## src/sfp_pkg.sv

```systemverilog
package sfp_pkg;
    // Command and framing
    localparam logic [7:0] SFP_OPC_READ = 8'h5A;
    localparam int SFP_CMD_BITS = 8;
    localparam int SFP_ADDR_BITS = 24;
    localparam int SFP_DUMMY_BITS = 8;
    localparam int SFP_BYTE_BITS = 8;
    localparam int SFP_HDR_BITS = SFP_CMD_BITS + SFP_ADDR_BITS + SFP_DUMMY_BITS;
    // Table geometry
    localparam int SFP_TABLE_DEPTH = 256;
    localparam int SFP_IDX_BITS = $clog2(SFP_TABLE_DEPTH);
    localparam logic [7:0] SFP_DUMMY_VAL = 8'h00;
    // Link clock timing
    localparam int SFP_REF_PERIOD_NS = 4;
    localparam int SFP_SCK_PERIOD_NS = 48;
    localparam int SFP_SCK_HALF_CYC = SFP_SCK_PERIOD_NS / (2 * SFP_REF_PERIOD_NS);

    // Device sequencer states
    typedef enum logic [2:0]
    {
        SFP_DV_IDLE = 3'b000,
        SFP_DV_CMD = 3'b001,
        SFP_DV_ADDR = 3'b010,
        SFP_DV_DUMMY = 3'b011,
        SFP_DV_DATA = 3'b100,
        SFP_DV_SKIP = 3'b101
    } sfp_dev_e;

    // Host sequencer states
    typedef enum logic [1:0]
    {
        SFP_HS_IDLE = 2'b00,
        SFP_HS_SETUP = 2'b01,
        SFP_HS_SHIFT = 2'b10,
        SFP_HS_END = 2'b11
    } sfp_host_e;
endpackage
```

## src/sfp_if.sv

```systemverilog
`timescale 1ns/1ps
// Single-lane serial link between host and table device
interface sfp_if;
    logic cs_n;
    logic sck;
    logic si;
    logic so_o;
    logic so_oe;

    modport dev
    (
        input cs_n,
        input sck,
        input si,
        output so_o,
        output so_oe
    );

    modport host
    (
        output cs_n,
        output sck,
        output si,
        input so_o,
        input so_oe
    );
endinterface

```

## src/sfp_dev.sv

```systemverilog
// Overview of operation
// (RULE1) Device holds 256-byte table, read sequentially
// (RULE2) Header in on SI, data out on SO
// (RULE3) Opcode 5Ah, eight clocks, MSB first
// (RULE4) 24-bit address follows, A[23] first
// (RULE5) Host clocks one dummy byte after address
// (RULE6) Each byte driven over eight clocks, MSB first
// (RULE7) Bytes continue from incrementing addresses while selected
// (RULE8) Deselect ends read, output goes high-impedance
// (RULE9) Deselect accepted anywhere, even mid-byte
// (RULE10) Address FFh wraps to 00h without gap
// (RULE11) Low eight address bits index; rest ignored
`timescale 1ns/1ps
module sfp_dev
    import sfp_pkg::*;
#(
    parameter int DEPTH = SFP_TABLE_DEPTH
)
(
    input wire logic ref_clk,
    input wire logic reset,
    sfp_if.dev link,
    input wire logic tbl_we,
    input wire logic [SFP_IDX_BITS-1:0] tbl_addr,
    input wire logic [7:0] tbl_wdata,
    output logic busy,
    output logic bad_opcode
);

    // Parameter table storage
    logic [7:0] table_mem [0:DEPTH-1];

    // Pin synchronisers
    logic cs_n_s1_r;
    logic cs_n_s2_r;
    logic sck_s1_r;
    logic sck_s2_r;
    logic sck_d_r;
    logic si_s1_r;
    logic si_s2_r;

    // Sequencer
    sfp_dev_e state_r;
    logic [4:0] cnt_r;
    logic [SFP_ADDR_BITS-1:0] addr_sh_r;
    logic [7:0] cmd_sh_r;
    logic [SFP_IDX_BITS-1:0] idx_r;
    logic [7:0] out_sh_r;
    logic so_r;
    logic so_oe_r;
    logic bad_r;

    logic sck_rise;
    logic sck_fall;
    logic selected;

    // Table loading from the user side
    always_ff @(posedge ref_clk)
    begin
        if (tbl_we)
        begin
            table_mem[tbl_addr] <= tbl_wdata; // see (RULE1)
        end
    end

    // Two-stage capture of the link pins
    always_ff @(posedge ref_clk)
    begin
        if (reset)
        begin
            cs_n_s1_r <= 1'b1;
            cs_n_s2_r <= 1'b1;
            sck_s1_r <= 1'b0;
            sck_s2_r <= 1'b0;
            sck_d_r <= 1'b0;
            si_s1_r <= 1'b0;
            si_s2_r <= 1'b0;
        end
        else
        begin
            cs_n_s1_r <= link.cs_n;
            cs_n_s2_r <= cs_n_s1_r;
            sck_s1_r <= link.sck;
            sck_s2_r <= sck_s1_r;
            sck_d_r <= sck_s2_r;
            si_s1_r <= link.si;
            si_s2_r <= si_s1_r;
        end
    end

    // Edge detection on the synchronised clock
    assign selected = ~cs_n_s2_r;
    assign sck_rise = selected & sck_s2_r & ~sck_d_r;
    assign sck_fall = selected & ~sck_s2_r & sck_d_r;

    // Phase sequencing, sampled on rising edges
    always_ff @(posedge ref_clk)
    begin
        if (reset)
        begin
            state_r <= SFP_DV_IDLE;
        end
        else if (!selected)
        begin
            state_r <= SFP_DV_IDLE; // see (RULE8) see (RULE9)
        end
        else if (sck_rise)
        begin
            case (state_r)
                SFP_DV_IDLE:
                begin
                    state_r <= SFP_DV_CMD;
                end
                SFP_DV_CMD:
                begin
                    if (cnt_r == 5'(SFP_CMD_BITS - 1))
                    begin
                        if ({cmd_sh_r[6:0], si_s2_r} == SFP_OPC_READ)
                        begin
                            state_r <= SFP_DV_ADDR; // see (RULE3)
                        end
                        else
                        begin
                            state_r <= SFP_DV_SKIP;
                        end
                    end
                end
                SFP_DV_ADDR:
                begin
                    if (cnt_r == 5'(SFP_ADDR_BITS - 1))
                    begin
                        state_r <= SFP_DV_DUMMY; // see (RULE4)
                    end
                end
                SFP_DV_DUMMY:
                begin
                    if (cnt_r == 5'(SFP_DUMMY_BITS - 1))
                    begin
                        state_r <= SFP_DV_DATA; // see (RULE5)
                    end
                end
                SFP_DV_DATA:
                begin
                    state_r <= SFP_DV_DATA;
                end
                SFP_DV_SKIP:
                begin
                    state_r <= SFP_DV_SKIP;
                end
                default:
                begin
                    state_r <= SFP_DV_IDLE;
                end
            endcase
        end
    end

    // Bit counter per phase
    always_ff @(posedge ref_clk)
    begin
        if (reset || !selected)
        begin
            cnt_r <= 5'h00;
        end
        else if (sck_rise && state_r != SFP_DV_DATA)
        begin
            if (state_r == SFP_DV_IDLE)
            begin
                cnt_r <= 5'h01;
            end
            else if ((state_r == SFP_DV_CMD && cnt_r == 5'(SFP_CMD_BITS - 1))
                || (state_r == SFP_DV_ADDR && cnt_r == 5'(SFP_ADDR_BITS - 1))
                || (state_r == SFP_DV_DUMMY && cnt_r == 5'(SFP_DUMMY_BITS - 1)))
            begin
                cnt_r <= 5'h00;
            end
            else
            begin
                cnt_r <= cnt_r + 5'h01;
            end
        end
        else if (sck_fall && state_r == SFP_DV_DATA)
        begin
            cnt_r <= {2'b00, cnt_r[2:0] + 3'h1};
        end
    end

    // Serial input shifting on the single data line
    always_ff @(posedge ref_clk)
    begin
        if (reset)
        begin
            cmd_sh_r <= 8'h00;
            addr_sh_r <= '0;
        end
        else if (sck_rise)
        begin
            if (state_r == SFP_DV_IDLE || state_r == SFP_DV_CMD)
            begin
                cmd_sh_r <= {cmd_sh_r[6:0], si_s2_r}; // see (RULE2) see (RULE3)
            end
            if (state_r == SFP_DV_ADDR)
            begin
                addr_sh_r <= {addr_sh_r[SFP_ADDR_BITS-2:0], si_s2_r}; // see (RULE4)
            end
        end
    end

    // Table index: low address bits, dummy value ignored
    always_ff @(posedge ref_clk)
    begin
        if (reset)
        begin
            idx_r <= '0;
        end
        else if (sck_rise && state_r == SFP_DV_DUMMY && cnt_r == 5'h00)
        begin
            idx_r <= addr_sh_r[SFP_IDX_BITS-1:0]; // see (RULE11)
        end
        else if (sck_fall && state_r == SFP_DV_DATA && cnt_r[2:0] == 3'h0)
        begin
            idx_r <= idx_r + 1'b1; // see (RULE7) see (RULE10)
        end
    end

    // Output shifting on falling edges, MSB first
    always_ff @(posedge ref_clk)
    begin
        if (reset)
        begin
            out_sh_r <= 8'h00;
            so_r <= 1'b0;
        end
        else if (sck_fall && state_r == SFP_DV_DATA)
        begin
            if (cnt_r[2:0] == 3'h0)
            begin
                so_r <= table_mem[idx_r][7]; // see (RULE6)
                out_sh_r <= {table_mem[idx_r][6:0], 1'b0};
            end
            else
            begin
                so_r <= out_sh_r[7]; // see (RULE6)
                out_sh_r <= {out_sh_r[6:0], 1'b0};
            end
        end
    end

    // Output enable: on from first data bit, off at deselect
    always_ff @(posedge ref_clk)
    begin
        if (reset || !selected)
        begin
            so_oe_r <= 1'b0; // see (RULE8) see (RULE9)
        end
        else if (sck_fall && state_r == SFP_DV_DATA)
        begin
            so_oe_r <= 1'b1; // see (RULE2)
        end
    end

    // Unknown opcode flag, one pulse
    always_ff @(posedge ref_clk)
    begin
        if (reset)
        begin
            bad_r <= 1'b0;
        end
        else
        begin
            bad_r <= selected && sck_rise && state_r == SFP_DV_CMD
                && cnt_r == 5'(SFP_CMD_BITS - 1)
                && {cmd_sh_r[6:0], si_s2_r} != SFP_OPC_READ;
        end
    end

    // Link and user outputs
    assign link.so_o = so_r;
    assign link.so_oe = so_oe_r;
    assign busy = (state_r == SFP_DV_DATA);
    assign bad_opcode = bad_r;

endmodule

```

## src/flat_wrapper.sv

```systemverilog
// flat-port wrapper written by rule: the top's interface ports become plain ports
module sfp_dev_flat import sfp_pkg::*;
#(
    parameter int DEPTH = SFP_TABLE_DEPTH
)
  (ref_clk, reset, tbl_we, tbl_addr, tbl_wdata, busy, bad_opcode, link_cs_n, link_sck, link_si, link_so_o, link_so_oe);
  sfp_if link_i ();
  input wire logic ref_clk;
  input wire logic reset;
  input wire logic tbl_we;
  input wire logic [SFP_IDX_BITS-1:0] tbl_addr;
  input wire logic [7:0] tbl_wdata;
  output logic busy;
  output logic bad_opcode;
  input wire logic [$bits(link_i.cs_n)-1:0] link_cs_n;
  input wire logic [$bits(link_i.sck)-1:0] link_sck;
  input wire logic [$bits(link_i.si)-1:0] link_si;
  output wire logic [$bits(link_i.so_o)-1:0] link_so_o;
  output wire logic [$bits(link_i.so_oe)-1:0] link_so_oe;
  assign link_i.cs_n = link_cs_n;
  assign link_i.sck = link_sck;
  assign link_i.si = link_si;
  assign link_so_o = link_i.so_o;
  assign link_so_oe = link_i.so_oe;
  sfp_dev #(.DEPTH(DEPTH)) u_core (.ref_clk(ref_clk), .reset(reset), .link(link_i), .tbl_we(tbl_we), .tbl_addr(tbl_addr), .tbl_wdata(tbl_wdata), .busy(busy), .bad_opcode(bad_opcode));
endmodule
```

## config.mk

```make
export PLATFORM = sky130hd
export DESIGN_NAME = sfp_dev_flat
export DESIGN_NICKNAME = d
export VERILOG_FILES = /design/src/sfp_pkg.sv /design/src/sfp_if.sv /design/src/sfp_dev.sv /design/src/flat_wrapper.sv
export SDC_FILE = /design/constraint.sdc
export NUM_CORES = 2
export LEC_CHECK = 0
export BUFFER_PORTS_ARGS = -buffer_cell sky130_fd_sc_hd__buf_2
export CAP_MARGIN = 20
export CORE_UTILIZATION = 41
export DETAILED_ROUTE_END_ITERATION = 7
export SLEW_MARGIN = 30
export SYNTH_ARGS = -nofsm -noshare
export SYNTH_HDL_FRONTEND = slang
export SYNTH_SLANG_ARGS = --single-unit
```

## constraint.sdc

```tcl
create_clock -name ref_clk -period 3.51 [get_ports ref_clk]
set_input_delay 0.702 -clock ref_clk [delete_from_list [all_inputs] [get_ports ref_clk]]
set_output_delay 0.702 -clock ref_clk [all_outputs]
set_load 0.1 [all_outputs]
```

==> flow_summary.yaml <==
run_status:
  status: "complete, no violations"
timing:
  tightest_slew_ns: 0.912
  fin_skew_ns: 0.0694
  rsz0062_at_grt: "false"
  clock.fmax_mhz: 295
  setup_viol: 0
  finalHoldViolations: 0
  finalCritPeriodShare_pct: 96.5
  min_period_ns: 3.39
  timing.final.max_slew_violations: 0
  relSlewSlack_pct: 39.2
global_route:
  track_usage_pct: 21.4
  grt_max_degree: 119
  grt_pass1_vias: 41400
  antenna_found_initial: 11
  grt_pass1_wl_um: 309000
  gr-total-overflow: 0
worst_hold_path:
  hold_path.class: "input pin to register"
  min-delay-start: "link_sck"
routing:
  drc: 0
  firstDrtPassIters: 5
  viasPerCell: 5.82
  wirelength_um: 217000
  wl_per_cell_um: 30.0
  vias: 42000
  drtIter0Drc: 4736
  antenna_left: 0
yosys:
  yosysSeqAreaShare_pct: 76.3
  synth-edff-count: 2048
  syn_nets: 3930
  synth.top_cell.area_share_pct: 74.9
  synth_area_leader_cell: "edfxtp_1"
  netlist_area_mm2: 0.0821
  synth_seq_cells: 2104
  netlist_instances: 3905
  yosysWarnings: 0
  synth_flop_cell: "edfxtp_1"
  synth_area_leaders: "edfxtp_1 (75%), mux4_2 (15%), nor2_1 (1.5%)"
  syn_avg_cell_area_um2: 21.0
  async_flop_share_pct: 0
  synth.distinct_cells: 66
floorplan:
  num_rows: 163
  die-area_mm2: 0.202
  coreArea_mm2: 0.198
  die_h_um: 449
  initial_core_util_pct: 41.5
  die-width_um: 449
  pin_count: 26
layout:
  final_util_pct: 48.3
  fin_nets: 4431
  final_common_cell: "edfxtp_1"
  drive_gt1_share_pct: 30.6
  most-common-layout-cells: "edfxtp_1 (2,048), mux4_2 (548), buf_4 (441), nor2_1 (329), clkbuf_16 (208)"
  area_growth_pct: 16.4
power_and_ir_drop:
  vdd_drop_max_mv: 0.499
  p_leak_nw: 29.4
  power_density_mw_per_mm2: 526
  total_power_w: 0.0503
run:
  maxCapViolCount: 0
worst_setup_path:
  max_stage_delay_ns: 0.61
  crit_path_start_kind: "register"
  critPathKind: "register to register"
  slowest_stage: "dfxtp_4"
  crit_fanout: 41
  cp_num_buf_inv: 1
  critPathTopFamily: "multiplexers"
  worstPathRequired_ns: 4.26
  crit_path_cell_trace: "buf_12, mux4_2, mux4_2, o22a_1, nor2_1, nor3_1, a211o_1"
  cp-end-kind: "register"
  crit_arrival_ns: 4.13
  crit_top_cell: "mux4_2"
clock_network:
  cts_root_buf: "clkbuf_16"
  cts_tree: "done"
  h-tree-depth: 4
  clock_latency_ns: 0.86
  clockBufferDepth: 3
  cts_made_buffers: 205
  clk_pin_slew_ns: 0.06
  cts.sinks: 2104
place:
  dpl.hpwl_um: 137000
  gp_congestion: 0.876
  port_buffers: 25
[path summary, 6_finish.rpt]
check / end / slack, ns / depth (start not counted)
worst min register to register: u_core.cs_n_s2_r / 0.42 / 1
worst max register to register: u_core.out_sh_r[1] / 0.12 / 7
worst min-delay path: u_core.sck_s1_r / 0.07 / 2
worst max-delay path: u_core.out_sh_r[1] / 0.12 / 7
[sequential cells by signal, indices dropped and copies added (netlist names), 3 cells and up, named ones only]
| signal | flops |
|---|---|
| u_core.out_sh_r | 7 |
| u_core.cnt_r | 5 |
| u_core.addr_sh_r | 8 |
| u_core.table_mem | 2048 |
| u_core.idx_r | 8 |
| u_core.cmd_sh_r | 7 |
| u_core.state_r | 3 |
[cell usage after synthesis, types with 5 or more instances]
| master | instances |
|---|---|
| a2111oi_0 | 15 |
| a211oi_1 | 28 |
| a21oi_1 | 47 |
| a22oi_1 | 29 |
| a31oi_1 | 16 |
| and2_1 | 10 |
| and3_1 | 6 |
| buf_1 | 18 |
| buf_2 | 55 |
| buf_4 | 62 |
| buf_6 | 18 |
| clkbuf_1 | 78 |
| dfxtp_1 | 56 |
| edfxtp_1 | 2048 |
| inv_1 | 7 |
| mux2_2 | 7 |
| mux2i_1 | 111 |
| mux4_2 | 548 |
| nand2_1 | 113 |
| nand2b_1 | 7 |
| nand3_1 | 73 |
| nand3b_1 | 6 |
| nand4_1 | 12 |
| nor2_1 | 329 |
| nor2b_1 | 38 |
| nor3_1 | 17 |
| nor4_1 | 8 |
| o211ai_1 | 14 |
| o21ai_0 | 25 |
| o221ai_1 | 7 |
| o22ai_1 | 21 |
| or2_2 | 7 |
| or3_1 | 5 |
[layout make-up]
type / count / area [um2]
flip-flops and latches: 2104 / 62600
inverters: 9 / 36.3
clock buffers: 248 / 5390
diodes: 4 / 10.0
well taps: 2640 / 3300
fillers: 16100 / 102000
repair buffers: 525 / 4680
multi-input cells: 1561 / 18200
clock inverters: 129 / 1340
[per-layer routing]
layer	vias up	wire length [um]	track usage [%]	share of wire [%]
li1	17200	-	-	-
met1	22500	91100	30.9	42
met2	1940	101000	32.8	47
met3	332	18200	4.23	8.4
met4	8	6430	6.52	3.0
met5	-	54	0	0.025
[kinds of logic after synthesis]
kind of cell    count (synthesis)  synth area share [%]
xor+xnor                        2                0.0213
flops                        2104                  76.3
mux                           666                  16.5
simple gates                  648                  3.51
compound gates                242                  2.03
buf+inv                       240                  1.63
fa+ha+maj                       3                0.0457
[report_power, final]
part           switching, W  leakage, nW  internal [W]
logic              0.000576         7.29      0.000117
clock network       0.00955         3.26        0.0124
registers         0.0000137         18.9        0.0276
total                0.0101         29.4        0.0401
[through the flow]
stage	setup slack, ns	area [um2]	hold slack, ns	TNS (ns)	std cells
5_1_grt	0.0141	95600	0.0402	0	7219
3_3_place_gp	-0.0976	88700	0.402	-0.0981	6830
2_1_floorplan	0.755	82100	0.389	0	3905
4_1_cts	0.0556	95500	0.0113	0	7208
6_report	0.123	95600	0.0659	0	7220
3_5_place_dp	-0.00482	88700	0.397	-0.00482	6830
[repair_timing]
action,in CTS,in global routing
setup endpoints to repair,1,2
gates resized for setup,1,1
setup buffers,0,7
hold endpoints to repair,1,0
hold buffers,1,0
(Power assumes the default switching activity.)
